`src/hw/pia_pkg.sv`:
```
// package of constants and types for the prioritized interrupt arbiter
package pia_pkg;
    localparam int          NUM_SRC         = 8;
    localparam int          SRC_W           = 3;
    localparam int          NUM_CHAN        = 8;
    // ------------------------------------------------------------
    // register map (byte addresses)
    // ------------------------------------------------------------
    localparam logic [11:0] ADDR_SRC_BASE   = 12'h000;
    localparam logic [11:0] ADDR_STATUS     = 12'h040;
    localparam logic [11:0] ADDR_CHAN_BASE  = 12'h080;
    localparam logic [11:0] ADDR_RESULT     = 12'h0C0;
    localparam logic [11:0] ADDR_SERVICE    = 12'h0C4;
    // ------------------------------------------------------------
    // source control field positions
    // ------------------------------------------------------------
    localparam int          CTL_REQ_BIT     = 7;
    localparam int          CTL_EN_BIT      = 6;
    localparam int          CTL_LVL_HI      = 5;
    localparam int          CTL_LVL_LO      = 2;
    localparam int          CTL_GRP_HI      = 1;
    localparam int          CTL_GRP_LO      = 0;
    // ------------------------------------------------------------
    // status word field positions
    // ------------------------------------------------------------
    localparam int          PSW_LVL_HI      = 15;
    localparam int          PSW_LVL_LO      = 12;
    localparam int          PSW_GATE_BIT    = 11;
    // ------------------------------------------------------------
    // service word layout and reset values
    // ------------------------------------------------------------
    localparam int          SVC_ACK_BIT     = 0;
    localparam logic [7:0]  CTL_RESET       = 8'h00;
    localparam logic [15:0] PSW_RESET       = 16'h0000;
    localparam logic [7:0]  COUNT_RESET     = 8'h00;
    localparam logic [7:0]  COUNT_ENDLESS   = 8'hFF;
    localparam logic [3:0]  LVL_CHAN_HI     = 4'hF;
    localparam logic [3:0]  LVL_CHAN_LO     = 4'hE;
    localparam logic [3:0]  LVL_NONE        = 4'h0;
    localparam logic [15:0] STACK_DEPTH     = 16'h000F;

    typedef enum logic [1:0] {
        PIA_SVC_NONE,
        PIA_SVC_CPU,
        PIA_SVC_CHAN
    } pia_svc_t;

    // level and group joined into one ranking key
    function automatic logic [5:0] pia_key(input logic [7:0] ctl);
        pia_key = {ctl[CTL_LVL_HI:CTL_LVL_LO], ctl[CTL_GRP_HI:CTL_GRP_LO]};
    endfunction : pia_key
endpackage : pia_pkg

```
`src/hw/pia_top.sv`:
```
// prioritized interrupt arbiter with apb register access
// Functional notes
// one prioritization round per instruction cycle among all requesters
// winner served only if its level strictly exceeds cpu priority
// acceptance needs source enable and global gate
// eight-bit control register per source, identical layout, all bits rw
// word access reads upper byte zero, ignores writes there
// hardware sets pending flag on a source request
// pending cleared on cpu entry or on channel service
// pending stays set when channel count reaches zero
// software set or clear of pending acts like hardware
// per-source enable allows or blocks acceptance
// level field at bits 5..2, Fh highest
// levels 15 and 14 go to channel unless its count is zero
// levels 13 to 1 always plain cpu interrupts
// channel number is level lsb then group bits
// group priority breaks same-level ties, 3 highest
// highest channel number wins among channel requests
// entry pushes old status word then loads winner level
// level zero sources never served
// nesting up to fifteen routines at distinct levels
// up to four sources share a level by group value
// software keeps groups distinct on one level
// gate clear: no acceptance, no channel transfers
// cpu priority field at 15..12, reset to zero
// cpu at 15 blocks channels; at 14 only channels 4..7
// winner identity and service type shown after each round
//
// Local design decisions: register access over APB and the address map.
`timescale 1ns/100ps
`default_nettype none
module pia_top
    import pia_pkg::*;
(
    input  wire logic                         clk_sys,
    input  wire logic                         arst_n,
    input  wire logic                         round_tick,
    input  wire logic [pia_pkg::NUM_SRC-1:0]  src_req,
    input  wire logic                         psel,
    input  wire logic                         penable,
    input  wire logic                         pwrite,
    input  wire logic [11:0]                  paddr,
    input  wire logic [31:0]                  pwdata,
    input  wire logic [3:0]                   pstrb,
    output var  logic [31:0]                  prdata,
    output logic                              pready,
    output logic                              pslverr,
    output var  logic                         win_valid,
    output var  logic [pia_pkg::SRC_W-1:0]    win_src,
    output var  logic [1:0]                   win_type,
    output var  logic [2:0]                   win_chan,
    output var  logic [15:0]                  psw_pushed,
    output var  logic                         psw_push,
    output var  logic [15:0]                  psw_out
);
    import pia_pkg::*;

    // ------------------------------------------------------------
    // reset release and input synchronisers
    // ------------------------------------------------------------
    logic       rst_n;
    logic [NUM_SRC-1:0] req_s;

    pia_sync #(.W(1)) u_rst (
        .clk_sys (clk_sys),
        .arst_n  (arst_n),
        .din     (1'b1),
        .dout    (rst_n)
    );

    pia_sync #(.W(NUM_SRC)) u_req (
        .clk_sys (clk_sys),
        .arst_n  (arst_n),
        .din     (src_req),
        .dout    (req_s)
    );

    // ------------------------------------------------------------
    // apb decode
    // ------------------------------------------------------------
    logic [7:0]          src_ctl [NUM_SRC];
    logic [7:0]          chan_cnt [NUM_CHAN];
    logic [15:0]         processor_status_word;
    logic [3:0]          nest_depth;
    logic                wr_acc;
    logic                rd_acc;
    logic                sel_src;
    logic                sel_chan;
    logic [SRC_W-1:0]    sel_idx;
    logic                mapped;
    logic                rd_wait;
    logic                sel_status;
    logic                sel_service;

    // single-word register match
    function automatic logic word_hit(input logic [11:0] a, input logic [11:0] base);
        word_hit = (a == base);
    endfunction : word_hit

    // window match for the eight-entry register banks
    function automatic logic bank_hit(input logic [11:0] a, input logic [11:0] base);
        bank_hit = (a[11:5] == base[11:5]);
    endfunction : bank_hit

    // one read wait state: prdata stays a flop yet stands at the ready edge
    always_ff @(posedge clk_sys or negedge rst_n) begin
        if (!rst_n) begin
            rd_wait <= 1'b0;
        end else begin
            rd_wait <= psel && penable && !pwrite && !rd_wait;
        end
    end

    assign pready      = pwrite || rd_wait;
    assign wr_acc      = psel && penable && pwrite && mapped;
    assign rd_acc      = psel && penable && !pwrite && !rd_wait;
    assign sel_src     = bank_hit(paddr, ADDR_SRC_BASE);
    assign sel_chan    = bank_hit(paddr, ADDR_CHAN_BASE);
    assign sel_status  = word_hit(paddr, ADDR_STATUS);
    assign sel_service = word_hit(paddr, ADDR_SERVICE);
    assign sel_idx     = paddr[4:2];
    // refused accesses have no effect on any register
    assign mapped      = (paddr[1:0] == 2'h0) &&
                         (sel_src || sel_chan || sel_status || sel_service ||
                          word_hit(paddr, ADDR_RESULT));
    assign pslverr     = psel && penable && !mapped;

    // ------------------------------------------------------------
    // round of prioritization
    // ------------------------------------------------------------
    logic [NUM_SRC-1:0]   cand;
    logic [NUM_SRC*6-1:0] keys;
    logic                 found;
    logic [SRC_W-1:0]     w_idx;
    logic [5:0]           w_key;
    logic [3:0]           w_lvl;
    logic [2:0]           w_chan;
    logic                 chan_route;
    logic                 chan_allow;
    logic                 grant;
    logic                 chan_svc;
    logic                 cpu_svc;
    logic                 ack_entry;
    logic [3:0]           win_lvl;

    generate
        for (genvar g = 0; g < NUM_SRC; g++) begin : g_cand
            // candidates need pending, own enable and gate
            assign cand[g] = src_ctl[g][CTL_REQ_BIT] && src_ctl[g][CTL_EN_BIT] &&
                             processor_status_word[PSW_GATE_BIT];
            assign keys[g*6 +: 6] = pia_key(src_ctl[g]);
        end
    endgenerate

    pia_pick u_pick (
        .cand  (cand),
        .keys  (keys),
        .found (found),
        .idx   (w_idx),
        .key   (w_key)
    );

    assign w_lvl  = w_key[5:2];
    assign w_chan = {w_lvl[0], w_key[1:0]};
    // only 111x levels can route to a channel
    assign chan_route = (w_lvl[3:1] == LVL_CHAN_HI[3:1]) && (chan_cnt[w_chan] != COUNT_RESET);
    // strict compare also blocks level 0 and channels under cpu 15/14
    assign chan_allow = (w_lvl > processor_status_word[PSW_LVL_HI:PSW_LVL_LO]);
    // an entry ack holds the round off, so no channel grant goes unreported
    assign grant     = round_tick && !ack_entry && found && chan_allow &&
                       (w_lvl != LVL_NONE);
    assign chan_svc  = grant && chan_route;
    assign cpu_svc   = grant && !chan_route;
    assign ack_entry = wr_acc && sel_service && pwdata[SVC_ACK_BIT] && win_valid &&
                       (win_type == 2'(PIA_SVC_CPU));

    // ------------------------------------------------------------
    // source control registers
    // ------------------------------------------------------------
    generate
        for (genvar g = 0; g < NUM_SRC; g++) begin : g_ctl
            logic hit;
            logic clr_hw;
            assign hit    = wr_acc && sel_src && (sel_idx == SRC_W'(g)) && pstrb[0];
            // clear on entry, or on channel service unless count ends at 0
            assign clr_hw = (ack_entry && win_src == SRC_W'(g)) ||
                            (chan_svc && w_idx == SRC_W'(g) &&
                             chan_cnt[w_chan] != 8'h01);
            always_ff @(posedge clk_sys or negedge rst_n) begin
                if (!rst_n) begin
                    src_ctl[g] <= CTL_RESET;
                end else begin
                    if (hit) begin
                        src_ctl[g] <= pwdata[7:0];
                    end else if (clr_hw) begin
                        src_ctl[g][CTL_REQ_BIT] <= 1'b0;
                    end
                    if (req_s[g]) begin
                        src_ctl[g][CTL_REQ_BIT] <= 1'b1; // set wins
                    end
                end
            end
        end
    endgenerate

    // ------------------------------------------------------------
    // channel counters
    // ------------------------------------------------------------
    generate
        for (genvar c = 0; c < NUM_CHAN; c++) begin : g_cnt
            always_ff @(posedge clk_sys or negedge rst_n) begin
                if (!rst_n) begin
                    chan_cnt[c] <= COUNT_RESET;
                end else if (wr_acc && sel_chan && sel_idx == 3'(c) && pstrb[0]) begin
                    chan_cnt[c] <= pwdata[7:0];
                end else if (chan_svc && w_chan == 3'(c) &&
                             chan_cnt[c] != COUNT_ENDLESS) begin
                    chan_cnt[c] <= chan_cnt[c] - 8'h01;
                end
            end
        end
    endgenerate

    // ------------------------------------------------------------
    // status word and nesting
    // ------------------------------------------------------------
    logic sw_write;

    assign sw_write = wr_acc && sel_status;

    always_ff @(posedge clk_sys or negedge rst_n) begin
        if (!rst_n) begin
            processor_status_word <= PSW_RESET;
        end else if (ack_entry) begin
            processor_status_word[PSW_LVL_HI:PSW_LVL_LO] <= win_lvl;
        end else if (sw_write) begin
            // software restores level on return
            if (pstrb[1]) begin
                processor_status_word[15:8] <= pwdata[15:8];
            end
            if (pstrb[0]) begin
                processor_status_word[7:0] <= pwdata[7:0];
            end
        end
    end

    // old word out on the same edge that the new level lands
    always_ff @(posedge clk_sys or negedge rst_n) begin
        if (!rst_n) begin
            psw_pushed <= PSW_RESET;
            psw_push   <= 1'b0;
        end else begin
            psw_push <= ack_entry;
            if (ack_entry) begin
                psw_pushed <= processor_status_word;
            end
        end
    end

    // depth saturates so a runaway nest cannot wrap
    always_ff @(posedge clk_sys or negedge rst_n) begin
        if (!rst_n) begin
            nest_depth <= 4'h0;
        end else if (ack_entry) begin
            if (nest_depth != STACK_DEPTH[3:0]) begin
                nest_depth <= nest_depth + 4'h1;
            end
        end else if (sw_write && pstrb[1] && pwdata[15:12] < processor_status_word[15:12] &&
                     nest_depth != 4'h0) begin
            nest_depth <= nest_depth - 4'h1;
        end
    end

    // ------------------------------------------------------------
    // round result
    // ------------------------------------------------------------
    // identity moves only at a round, an entry ack keeps it
    always_ff @(posedge clk_sys or negedge rst_n) begin
        if (!rst_n) begin
            win_src  <= '0;
            win_chan <= 3'h0;
            win_lvl  <= LVL_NONE;
        end else if (round_tick && !ack_entry) begin
            win_src  <= w_idx;
            win_chan <= w_chan;
            win_lvl  <= w_lvl;
        end
    end

    // grant state, dropped by the entry ack
    always_ff @(posedge clk_sys or negedge rst_n) begin
        if (!rst_n) begin
            win_valid <= 1'b0;
            win_type  <= 2'(PIA_SVC_NONE);
        end else if (ack_entry) begin
            win_valid <= 1'b0;
            win_type  <= 2'(PIA_SVC_NONE);
        end else if (round_tick) begin
            // result shown after every round
            win_valid <= grant;
            win_type  <= chan_svc ? 2'(PIA_SVC_CHAN) :
                         cpu_svc  ? 2'(PIA_SVC_CPU) : 2'(PIA_SVC_NONE);
        end
    end

    assign psw_out = processor_status_word;

    // ------------------------------------------------------------
    // read data
    // ------------------------------------------------------------
    logic [31:0] next_rdata;

    // refused accesses read zero
    always_comb begin
        next_rdata = 32'h0000_0000;
        if (!mapped) begin
            next_rdata = 32'h0000_0000;
        end else if (sel_src) begin
            next_rdata = {24'h00_0000, src_ctl[sel_idx]};
        end else if (sel_chan) begin
            next_rdata = {24'h00_0000, chan_cnt[sel_idx]};
        end else if (sel_status) begin
            next_rdata = {16'h0000, processor_status_word};
        end else if (word_hit(paddr, ADDR_RESULT)) begin
            next_rdata = {14'h0000, nest_depth, win_lvl, 1'b0, win_chan,
                          win_valid, win_type, win_src};
        end
    end

    // loaded in the first access cycle, so it stands at the ready edge
    always_ff @(posedge clk_sys or negedge rst_n) begin
        if (!rst_n) begin
            prdata <= 32'h0000_0000;
        end else if (rd_acc) begin
            prdata <= next_rdata;
        end
    end
endmodule : pia_top
`default_nettype wire

```
`src/hw/pia_sync.sv`:
```
// two-flop synchroniser for request lines and reset release
`timescale 1ns/100ps
`default_nettype none
module pia_sync #(
    parameter int W = 1
) (
    input  wire logic         clk_sys,
    input  wire logic         arst_n,
    input  wire logic [W-1:0] din,
    output var  logic [W-1:0] dout
);
    logic [W-1:0] stage1;

    always_ff @(posedge clk_sys or negedge arst_n) begin
        if (!arst_n) begin
            stage1 <= '0;
            dout   <= '0;
        end else begin
            stage1 <= din;
            dout   <= stage1;
        end
    end
endmodule : pia_sync
`default_nettype wire

```
`src/hw/pia_pick.sv`:
```
// combinational winner search over ranking keys
`timescale 1ns/100ps
`default_nettype none
module pia_pick
    import pia_pkg::*;
(
    input  wire logic [pia_pkg::NUM_SRC-1:0] cand,
    input  wire logic [pia_pkg::NUM_SRC*6-1:0] keys,
    output var  logic                        found,
    output var  logic [pia_pkg::SRC_W-1:0]   idx,
    output var  logic [5:0]                  key
);
    import pia_pkg::*;

    // lowest index wins exact ties; software must keep keys distinct
    always_comb begin
        found = 1'b0;
        idx   = '0;
        key   = '0;
        for (int i = 0; i < NUM_SRC; i++) begin
            if (cand[i] && (!found || keys[i*6 +: 6] > key)) begin
                found = 1'b1;
                idx   = SRC_W'(i);
                key   = keys[i*6 +: 6];
            end
        end
    end
endmodule : pia_pick
`default_nettype wire

```
`config.mk`:
```
export PLATFORM = sky130hd
export DESIGN_NAME = pia_top
export DESIGN_NICKNAME = d
export VERILOG_FILES = /design/src/hw/pia_pkg.sv /design/src/hw/pia_top.sv /design/src/hw/pia_sync.sv /design/src/hw/pia_pick.sv
export SDC_FILE = /design/constraint.sdc
export NUM_CORES = 1
export LEC_CHECK = 0
export ABC_CLOCK_PERIOD_IN_PS = 15700
export CAP_MARGIN = 20
export CORE_MARGIN = 10
export CORE_UTILIZATION = 25
export CTS_CLUSTER_DIAMETER = 80
export DETAILED_ROUTE_END_ITERATION = 8
export DONT_BUFFER_PORTS = 1
export GPL_TIMING_DRIVEN = 0
export PLACE_DENSITY = 0.34
export SETUP_SLACK_MARGIN = 0.1
export SLEW_MARGIN = 40
export SYNTH_ARGS = -nofsm -noshare
export SYNTH_HDL_FRONTEND = slang
export SYNTH_SLANG_ARGS = --single-unit
export TNS_END_PERCENT = 20
```
`constraint.sdc`:
```
create_clock -name clk_sys -period 15.7 [get_ports clk_sys]
set_input_delay 4.71 -clock clk_sys [delete_from_list [all_inputs] [get_ports clk_sys]]
set_output_delay 4.71 -clock clk_sys [all_outputs]
set_load 0.01 [all_outputs]
```
Yosys cells after proc, flatten, opt, wreduce, memory -nomap -nowiden:

Index checks and enable logic that the tools add are counted.

* add/sub/neg operators: 10
* $lt $le $gt $ge: 11
* equal/unequal tests: 45
* mux-type cells: 90
* bitwise operators: 3
* reduce and logical (&&, ||, !) cells: 184

Operator list (number)
* 2-to-1 mux 8 bit: 24
* logical AND 1 bit: 119
* 2-to-1 mux 18 bit: 5
* binary-select mux 8 bit (select 3 bit): 3
* != test 8 bit (second input constant): 8
* subtractor 8 x 1 -> 8 bit (second input constant): 8
* equality test 3 bit (second input constant): 17
* 2-to-1 mux 6 bit: 8
* greater-than comparator 6 bit: 7
* 2-to-1 mux 1 bit: 36
* equality test 12 x 8 -> 1 bit (second input constant): 2
* equality test 3 x 2 -> 1 bit (second input constant): 8
* nonzero test 2 bit: 12
* nonzero test 3 bit: 8
* logical OR 1 bit: 20
* 2-to-1 mux 16 bit: 1
* 2-to-1 mux 4 bit: 4
* equality test 12 x 7 -> 1 bit (second input constant): 1
* equality test 3 x 1 -> 1 bit (second input constant): 4
* zero test 1 bit: 12
* zero test 3 bit: 4
* 2-to-1 mux 3 bit: 4
* 2-to-1 mux 2 bit: 5
* greater-or-equal comparator 4 bit (second input constant): 2
* other kinds (17): 21

* register bits after elaboration: 229
* bits of input ports: 62
* output and inout bits: 76
* logic and storage cells: 384

Longest topological paths before layout:

Gate-level depths: netlist of run 1.

* word-level depth: 44
* gate-level depth with buffers: 74
* gate-level depth less buffers: 68

Modules after synthesis:

From an unflattened synthesis of run 1, not the netlist that was laid out.

* cells, all modules: 1318
* area total of the unflattened synthesis: 13569.3 um2

By module, submodules not included
* pia_top: instances 1, cells each 1049, area an instance 11233.3 um2, sequential area each 4904.7 um2
* pia_pick: instances 1, cells each 251, area an instance 1885.6 um2, sequential area each 0.0 um2
* pia_sync at u_req: instances 1, cells each 16, area an instance 400.4 um2, sequential area each 400.4 um2
* pia_sync at u_rst: instances 1, cells each 2, area an instance 50.0 um2, sequential area each 50.0 um2

Least setup slack after synthesis of run 1:

No wires, ideal clock.

* path type: register -> register
* start point: reg processor_status_word[11] (netlist: psw_out[11])
* end point: reg chan_cnt[13] (netlist bit)
* setup time: 0.082 ns
* arrival: 14.182 ns
* required time: 15.618 ns
* setup slack: 1.436 ns
* stages on the path, launching flop included: 71
* buffers on the path: 5
* clock period less this slack: 14.264 ns
* path through: dfrtp_1 -> and3_1 -> clkbuf_1 -> nand2_1 -> ha_1 -> nand4_1 -> o21bai_1 -> a31o_2 -> a21boi_1 -> a22oi_1 -> ha_1 -> nand4_1 -> o21bai_1 -> a31oi_1 -> clkbuf_1 -> mux2_2 -> ha_1 -> nor2b_1 -> [35 not listed] -> o22ai_1 -> a21oi_1 -> inv_1 -> a31oi_1 -> inv_1 -> ha_1 -> nor2b_1 -> o21ai_0 -> nand2b_1 -> a21oi_1 -> a41o_1 -> a311oi_1 -> nand4_2 -> or4_4 -> or2_1 -> clkbuf_1 -> or3_1 -> a31oi_1

* word-level cells in the longest chain between the ends: 40
* elaborated cells between the ends (all ways): 69
* those cells by class: order compare (8); eq/ne (2); mux (19); bitwise (1); reduce/logical (39)

Ends and longest elaborated chain
* from (decl): RTL line pia_top.sv:83 `logic [15:0] processor_status_word;`
* from (signal, indexed assignment): RTL line pia_top.sv:235 `processor_status_word[PSW_LVL_HI:PSW_LVL_LO] <= win_lvl;`
* from (signal assigned): RTL line pia_top.sv:239 `processor_status_word[15:8] <= pwdata[15:8];`
* logical AND 1 bit: RTL line pia_top.sv:149 `assign cand[g] = src_ctl[g][CTL_REQ_BIT] && src_ctl[g][CTL_EN_BIT] &&`
* 2-to-1 mux 6 bit / 2-to-1 mux 1 bit (equally long branches): RTL line pia_pick.sv:21 `if (cand[i] && (!found || keys[i*6 +: 6] > key)) begin`
* greater-than comparator 6 bit / zero test 1 bit (equally long branches): RTL line pia_pick.sv:21
* logical OR 1 bit: RTL line pia_pick.sv:21
* logical AND 1 bit: RTL line pia_pick.sv:21
* 2-to-1 mux 6 bit / 2-to-1 mux 1 bit (equally long branches): RTL line pia_pick.sv:21
* greater-than comparator 6 bit / zero test 1 bit (equally long branches): RTL line pia_pick.sv:21
* logical OR 1 bit: RTL line pia_pick.sv:21
* [22 not listed]
* inverter 3 -> 4 bit (not written as such): RTL line pia_top.sv:166 `assign chan_route = (w_lvl[3:1] == LVL_CHAN_HI[3:1]) && (chan_cnt[w_chan] != COUNT_RESET);`
* binary-select mux 8 bit (select 3 bit): RTL line pia_top.sv:166
* 2-to-1 mux 8 bit (not written as such) (2 in series): RTL line pia_top.sv:166
* nonzero test 8 bit: RTL line pia_top.sv:166
* logical AND 1 bit: RTL line pia_top.sv:166
* logical AND 1 bit: RTL line pia_top.sv:172 `assign chan_svc = grant && chan_route;`
* logical AND 1 bit * (2 in series): RTL line pia_top.sv:216 `end else if (chan_svc && w_chan == 3'(c) &&`
* nonzero test 2 bit (no line) *
* to (signal, indexed assignment): RTL line pia_top.sv:215 `chan_cnt[c] <= pwdata[7:0];`
* to (signal, indexed assignment): RTL line pia_top.sv:218 `chan_cnt[c] <= chan_cnt[c] - 8'h01;`
* to (decl): RTL line pia_top.sv:82 `logic [7:0] chan_cnt [NUM_CHAN];`

Mark *: on every way between the ends. The rest lies on a longest branch, timed or not. The select of a mux whose other input is x is not followed.
A chain may end at the register's enable or synchronous reset.

Worst setup path in the final report of run 1:

* start point: reg src_ctl[62] (netlist bit)
* end point: reg chan_cnt[50] (netlist bit)

* word-level cells in the longest chain between the ends: 41
* elaborated cells between the ends (all ways): 63
* those cells by class: order compare (8); eq/ne (2); mux (19); bitwise (1); reduce/logical (33)

Ends and longest elaborated chain
* from (decl): RTL line pia_top.sv:81 `logic [7:0] src_ctl [NUM_SRC];`
* from (signal, indexed assignment): RTL line pia_top.sv:194 `src_ctl[g] <= pwdata[7:0];`
* logical AND 1 bit * (2 in series): RTL line pia_top.sv:149
* 2-to-1 mux 6 bit / 2-to-1 mux 1 bit (equally long branches): RTL line pia_pick.sv:21
* greater-than comparator 6 bit / zero test 1 bit (equally long branches): RTL line pia_pick.sv:21
* logical OR 1 bit: RTL line pia_pick.sv:21
* logical AND 1 bit: RTL line pia_pick.sv:21
* 2-to-1 mux 6 bit / 2-to-1 mux 1 bit (equally long branches): RTL line pia_pick.sv:21
* greater-than comparator 6 bit / zero test 1 bit (equally long branches): RTL line pia_pick.sv:21
* logical OR 1 bit: RTL line pia_pick.sv:21
* [22 not listed]
* inverter 3 -> 4 bit (not written as such): RTL line pia_top.sv:166
* binary-select mux 8 bit (select 3 bit): RTL line pia_top.sv:166
* 2-to-1 mux 8 bit (not written as such) (2 in series): RTL line pia_top.sv:166
* nonzero test 8 bit: RTL line pia_top.sv:166
* logical AND 1 bit: RTL line pia_top.sv:166
* logical AND 1 bit: RTL line pia_top.sv:172
* logical AND 1 bit * (2 in series): RTL line pia_top.sv:216
* nonzero test 2 bit (no line) *

Marks and branches as above.

==> out/qor.yml, run 1 <==
run_status:
  outcome: "finished clean"
timing:
  final.setup.worst_slack_ns: 0.943
  finalHoldViolations: 0
  setup_viol: 0
  fmaxAchievable_mhz: 67.8
  fin_setup_tns_ns: 0
  rsz0062_at_grt: "no"
  timing.final.crit_share_pct: 94.0
  clock_skew_ns: 0.0162
  worst_pin_slew_ns: 0.873
  max_slew_margin_pct: 41.5
  period_needed_ns: 14.76
  slew_violations: 0
logic_synthesis:
  synth_top_cells_by_count: "214 x dfrtp_1, 175 x nand2_1, 117 x o21ai_0"
  synth_compound_area_share_pct: 14.7
  synth_top_family_by_area: "simple AND/OR/NAND/NOR gates"
  yosys.area_share.xor_xnor_pct: 2.26
  yosysMostFrequentCell: "dfrtp_1"
  synth-seq-cells: 214
  yosys.area.top_type: "dfrtp_1"
  yosys-mux-area-fraction_pct: 15.3
  synthAdderAreaFrac_pct: 6.16
  async_flop_share_pct: 100
  syn_area_per_cell_um2: 9.67
  netlist.area_leader.share_pct: 39.6
  synth_area_leaders: "dfrtp_1 40%, mux2_2 6.6%, ha_1 6.0%"
  synth_edf_count: 0
  yosys.area_share.simple_pct: 17.1
  seq_area_frac_synth_pct: 39.6
  yosys_warnings: 0
  synth-main-ff-cell: "dfrtp_1"
  syn_area_um2: 13500
  synthDistinctLibCells: 84
  postSynthCellCount: 1400
place:
  gp_congestion: 0.830
  port_buffers: 0
  dp_hpwl_um: 41800
  dp_slack_ns: -2.63
cells_and_area:
  nets: 1594
  drive_gt1_share_pct: 18.7
  regArea_um2: 5360
  syn_to_final_growth_pct: 17.0
  fillCellCount: 5642
  multi_input_area_um2: 7760
global_route:
  overflow: 0
  grt_use_total_pct: 17.1
  grt_pass1_vias: 11500
  grt_antenna_before_repair: 6
  grt_pass1_wl_um: 81700
  grt_max_degree: 38
power:
  power_density_nw_per_um2: 80.2
  clkPwrFrac_pct: 51.6
  comb_power_share_pct: 4.7
  p_leak_nw: 6.67
  irDropWorstVdd_mv: 0.0677
  power_frac_seq_pct: 43.8
  netSwitchingFraction_pct: 25.3
  power_switching_w: 0.000321
  intPower_w: 0.000949
setup_path:
  required_ns: 16.13
  setup.worst_path.end_class: "flop"
  crit_type: "flop to flop"
  critPathMaxFanout: 10
  slowest_delay_ns: 0.45
  worst_ep_arrival_time_ns: 15.18
  start_kind: "flop"
  cpMostUsedCell: "ha_1"
  critical_path.top_delay_family: "compound AO/OA/AOI/OAI gates"
  crit_slowest_cell: "dfrtp_1"
  path_buf_inv: 10
clocking:
  cts_sinks: 214
  tritoncts: "built"
  clock_latency_ns: 0.58
  clkTransAtPathRegs_ns: 0.06
  htreeDepth: 1
  numCtsBuffers: 29
  cts-root-buf: "clkbuf_16"
  clock_path_buffers: 3
floorplanning:
  die-area_um2: 63800
  die_width_um: 253
  coreArea_um2: 53700
  rows: 85
  die_h_um: 253
  num_io_pins: 138
  start_util_pct: 25.2
detailed_routing:
  wl_met2_um: 24400
  drt_iter0_markers: 827
  wirelength_um: 55300
  viasPerCell: 5.20
  wl_per_cell_um: 25.3
  wl_met3_um: 4110
  top_layer_used: "met5"
  first_pass_iters: 5
  wl_met1_um: 25300
  drc: 0
  ant_nets: 0
  vias: 11400
job:
  drv_cap: 0
hold_path:
  hp-class: "flop to async pin"
-- flip-flops by register name (all words and copies together), names as in the netlist --
signal        cells
win_lvl           4
u_req.stage1      8
u_rst.stage1      1
keys             48
psw_out          16
nest_depth        4
psw_pushed       16
u_rst.dout        1
chan_cnt         64
prdata           18
win_chan          2
u_req.dout        8
psw_push          1
win_type          2
win_src           3
win_valid         1
rd_wait           1
src_ctl          16
-- power by group through the flow --
stage / sequential (W) / clock (W) / combinational, W
global route: 0.000556 / 0.000698 / 0.0000641
CTS: 0.000556 / 0.000677 / 0.0000605
global placement: 0.000577 / 0 / 0.0000451
floorplan: 0.000572 / 0 / 0.0000264
finish: 0.000556 / 0.000655 / 0.0000592
detailed placement: 0.000566 / 0 / 0.0000605
-- per-layer routing --
layer  up-vias  GRT usage [%]
li1       5230              -
met2       318           26.6
met3        64           3.92
met1      5755           23.3
met4         2           4.95
met5         -              0
-- cells in the final DEF (no fill, tap or decap), types with 7 or more instances in the layout --
cell and n:
a211o_1 11, a21oi_1 34, a22o_1 11, a31oi_1 13, and2_1 10, and3_1 15, buf_2 11, buf_4 32
clkbuf_1 45, clkbuf_16 29, clkbuf_2 11, conb_1 15, dfrtp_1 211, ha_1 65, inv_1 61, mux2_2 79
mux2i_1 41, mux4_2 32, nand2_1 174, nand2b_1 8, nand3_1 30, nand4_1 28, nor2_1 81, nor2b_1 12
nor3_1 39, nor4_1 14, o211ai_1 13, o21ai_0 115, o31ai_1 16, or2_2 7, or3_1 18, or4_1 8
xnor2_1 34
-- metrics by stage --
| stage | hold WS (ns) | power, W | area [um^2] | utilization, % | instances |
|---|---|---|---|---|---|
| finish | 0.154 | 0.00127 | 15800 | 29.5 | 2185 |
| global route | 0.162 | 0.00132 | 15800 | 29.5 | 2183 |
| CTS | 0.158 | 0.00129 | 15600 | 29.1 | 2167 |
| detailed placement | 0.157 | 0.000627 | 14600 | 27.2 | 2116 |
| global placement | 0.334 | 0.000622 | 14500 | 26.9 | 2109 |
| floorplan | 0.331 | 0.000598 | 13600 | - | 1413 |
-- timing repair --
item                       4_1_cts  5_1_grt
resized for setup               23       27
setup endpoints to repair       75       74
pin swaps                        2        7
hold buffers                     0        0
setup buffers                    2       13
hold endpoints to repair         0        0
-- logic make-up (layout without fill, tap and decap cells) --
group,after synthesis,after routing
adders and majority gates,66,66
other,2,20
buffers and inverters,152,223
DFF,214,214
AOI/OAI and AO/OA,299,299
xor gates and xnor gates,35,35
muxes,155,155
and+or+nand+nor,477,477
-- final timing paths --
path / from / endpoint / slack [ns] / depth (start not counted)
worst max-delay path: src_ctl[62] / chan_cnt[50] / 0.94 / 68
max in group asynchronous: arst_n / u_rst.dout / 11.79 / 0
worst min register to register: u_rst.dout / chan_cnt[52] / 0.15 / 0
worst max register to register: src_ctl[62] / chan_cnt[50] / 0.94 / 68
worst min-delay path: u_rst.dout / chan_cnt[52] / 0.15 / 0
min in group clk_sys: u_req.stage1[7] / u_req.dout[7] / 0.35 / 0
-- layout make-up --
type | instances | share of cell area [%]
inverter | 63 | 1.52
tap | 696 | 5.50
buffer | 89 | 2.88
sequential | 214 | 33.9
clock inverter | 12 | 0.774
antenna | 5 | 0.0790
clock buffer | 37 | 4.90
multi-input combinational | 1047 | 49.0
timing repair buffer | 22 | 1.52
Note: power is estimated with default switching activity, not from simulation.
==> run 2: changes to the inputs <==
--- a/config.mk
+++ b/config.mk
@@ -13,7 +13,7 @@
 export DETAILED_ROUTE_END_ITERATION = 8
 export DONT_BUFFER_PORTS = 1
 export GPL_TIMING_DRIVEN = 0
-export PLACE_DENSITY = 0.34
+export PLACE_DENSITY = 0.45
 export SETUP_SLACK_MARGIN = 0.1
 export SLEW_MARGIN = 40
 export SYNTH_ARGS = -nofsm -noshare
==> constraint.sdc (replaced) <==
create_clock -name clk_sys -period 15.7 [get_ports clk_sys]
set_input_delay 0.785 -clock clk_sys [delete_from_list [all_inputs] [get_ports clk_sys]]
set_output_delay 0.785 -clock clk_sys [all_outputs]
set_load 0.01 [all_outputs]
==> run 2 against run 1 <==
Clock-buffer cell count shrank 2; sequential power is essentially flat; non-clock buffer count shrank 5; register-to-register slack lost 0.04 ns; combinational power shrank 5.4%; power grew 7.2%; cell area grew 0.64%; maximum frequency shrank 0.25%.
==> out/qor.yml, run 2 (synthesis gave the netlist of run 1 again) <==
timing:
  period_needed_ns: 14.79  # +0.0377 ns
  rsz0062_at_grt: "no"
  finalHoldViolations: 0  # unchanged
  setup_viol: 0  # unchanged
  clock_skew_ns: 0.0509  # +0.0347 ns
  fin_setup_tns_ns: 0  # unchanged
  slew_violations: 0  # unchanged
  max_slew_margin_pct: 45.0  # +3.5 points
  final.setup.worst_slack_ns: 0.905  # -0.0377 ns
  worst_pin_slew_ns: 0.825  # -0.0478 ns
  timing.final.crit_share_pct: 94.2  # +0.24 points
  fmaxAchievable_mhz: 67.6  # -0.25%
place:
  gp_congestion: 0.883  # +6.3%
  dpl-instance-area_um2: 14600  # -0.15%
  dp_slack_ns: -2.28  # +0.345 ns
  port_buffers: 0  # unchanged
  dp_cells: 2115  # -0.047%
  dp_hpwl_um: 38100  # -9.0%
detailed_routing:
  viasPerCell: 5.25  # +0.96%
  drc: 0  # unchanged
  vias: 11500  # +1.1%
  drt_iter0_markers: 991  # +20%
  first_pass_iters: 6  # +1
  wirelength_um: 50300  # -9.0%
  wl_per_cell_um: 23.0  # -9.1%
  ant_nets: 0  # unchanged
cells_and_area:
  nets: 1591  # -0.19%
  final_common_cell: "dfrtp_1"
  instances_no_fill: 2187  # +0.092%
  largest_reg_flops: 64  # unchanged
  syn_to_final_growth_pct: 17.8
  fin_area_um2: 15900  # +0.64%
  final_cell_mix: "212 x dfrtp_1, 174 x nand2_1, 115 x o21ai_0, 81 x nor2_1, 79 x mux2_2"
  top_register: "chan_cnt"
  drive_gt1_share_pct: 18.8  # +0.16 points
setup_path:
  worstRegToRegCells: 72  # +5.9%
  rrSetupSlack_ns: 0.91  # -0.04 ns
  cpMostUsedCell: "ha_1"
  slowest_delay_ns: 0.62  # +0.17 ns
  crit_slowest_cell: "or4_4"
  critPathMaxFanout: 10  # unchanged
  crit_type: "flop to flop"
  reg2reg_from: "src_ctl[63]"
  required_ns: 16.23  # +0.10 ns
  worst_ep_arrival_time_ns: 15.32  # +0.14 ns
  start_kind: "flop"
  reg2reg_to: "chan_cnt[13]"
  setup.worst_path.end_class: "flop"
floorplanning:
  die_width_um: 253  # unchanged
  die-area_um2: 63800  # unchanged
  rows: 85  # unchanged
  start_util_pct: 25.2  # unchanged
  num_io_pins: 138  # unchanged
  die_h_um: 253  # unchanged
  coreArea_um2: 53700  # unchanged
clocking:
  clkTransAtPathRegs_ns: 0.06  # about the same
  htreeDepth: 1  # unchanged
  cts_sinks: 214  # unchanged
  cts-root-buf: "clkbuf_16"
  tritoncts: "built"
  clock_path_buffers: 3  # unchanged
  numCtsBuffers: 31  # +6.9%
  clock_latency_ns: 0.61  # +0.03 ns
power:
  total_power_w: 0.00136  # +7.2%
  irDropWorstVdd_mv: 0.0845  # +25%
  power_density_nw_per_um2: 85.4  # +6.5%
  p_leak_nw: 6.71  # +0.66%
global_route:
  grt_use_total_pct: 15.4  # -1.8 points
  grt_antenna_before_repair: 8  # +2
  overflow: 0  # unchanged
  grt_pass1_vias: 11300  # -1.8%
  grt_max_degree: 36  # -5.3%
  grt_pass1_wl_um: 74900  # -8.3%
hold_path:
  hp-class: "input port to async pin"
run_status:
  outcome: "finished clean"
job:
  drv_cap: 0  # unchanged
run 2: cell types whose count changed in the layout (fill, tap and decap cells not counted), moves of 2 or more:
cell / previous run / this run
clkbuf_16: 29 / 31
clkbuf_1: 45 / 42
bufinv_16: 2 / 5
clkbuf_4: 3 / 5
inv_6: 1 / 4
buf_4: 32 / 27
run 2: what timing repair did:
item	4_1_cts	5_1_grt
pin swaps	2	6
buffers inserted	3	7
hold buffers	1	0
setup endpoints to repair	75	74
gates resized for setup	20	24
hold endpoints to repair	18	0
run 2: worst max-delay path: cells and delay by family (launching register included):
kind / cells / cell delay, ns
buffers and inverters: 9 / 1.40
flip-flops: 1 / 0.45
adder cells (fa/ha/maj): 8 / 2.35
multiplexers: 1 / 0.37
AO/OA/AOI/OAI: 34 / 6.70
AND/OR/NAND/NOR: 20 / 3.46
run 2: power breakdown:
| group | internal (W) | total, W | switching [W] |
|---|---|---|---|
| combinational | 0.0000163 | 0.0000560 | 0.0000397 |
| clock | 0.000458 | 0.000748 | 0.000290 |
| sequential | 0.000554 | 0.000558 | 0.00000354 |
| total | 0.00103 | 0.00136 | 0.000333 |
run 2: cell type report:
class                   instances  area, um^2
fillers                      5579       37800
multi-input cells            1047        7720
flip-flops and latches        214        5360
well taps                     696         871
clock buffers                  35         811
plain buffers                  89         459
clock inverters                22         284
inverters                      63         240
repair buffers                 17         188
diodes                          4        10.0
run 2: routing by layer:
layer  up-vias  part of all wire, %  global-route usage (%)
li1       5237                    -                       -
met5         -                0.084                       0
met4         8                  3.9                    6.09
met1      5688                   44                    20.4
met3        94                  9.8                    5.01
met2       462                   42                    22.6
run 2: how the worst max path moves through the flow:
stage | startpoint | end | slack, ns | cells after the start
finish | src_ctl[63] | chan_cnt[13] | 0.91 | 72
global route | psw_out[11] | chan_cnt[13] | 0.11 | 73
CTS | psw_out[11] | chan_cnt[13] | 0.15 | 73
detailed placement | psw_out[11] | chan_cnt[13] | -2.28 | 70
global placement | psw_out[11] | chan_cnt[13] | -2.55 | 70
floorplan | psw_out[11] | chan_cnt[13] | 1.44 | 70
run 2: stage by stage:
stage               hold slack (ns)  utilization [%]
finish                        0.129             29.7
CTS                           0.212             29.4
global placement              0.331             26.9
detailed placement            0.312             27.2
floorplan                     0.331                -
global route                  0.140             29.7
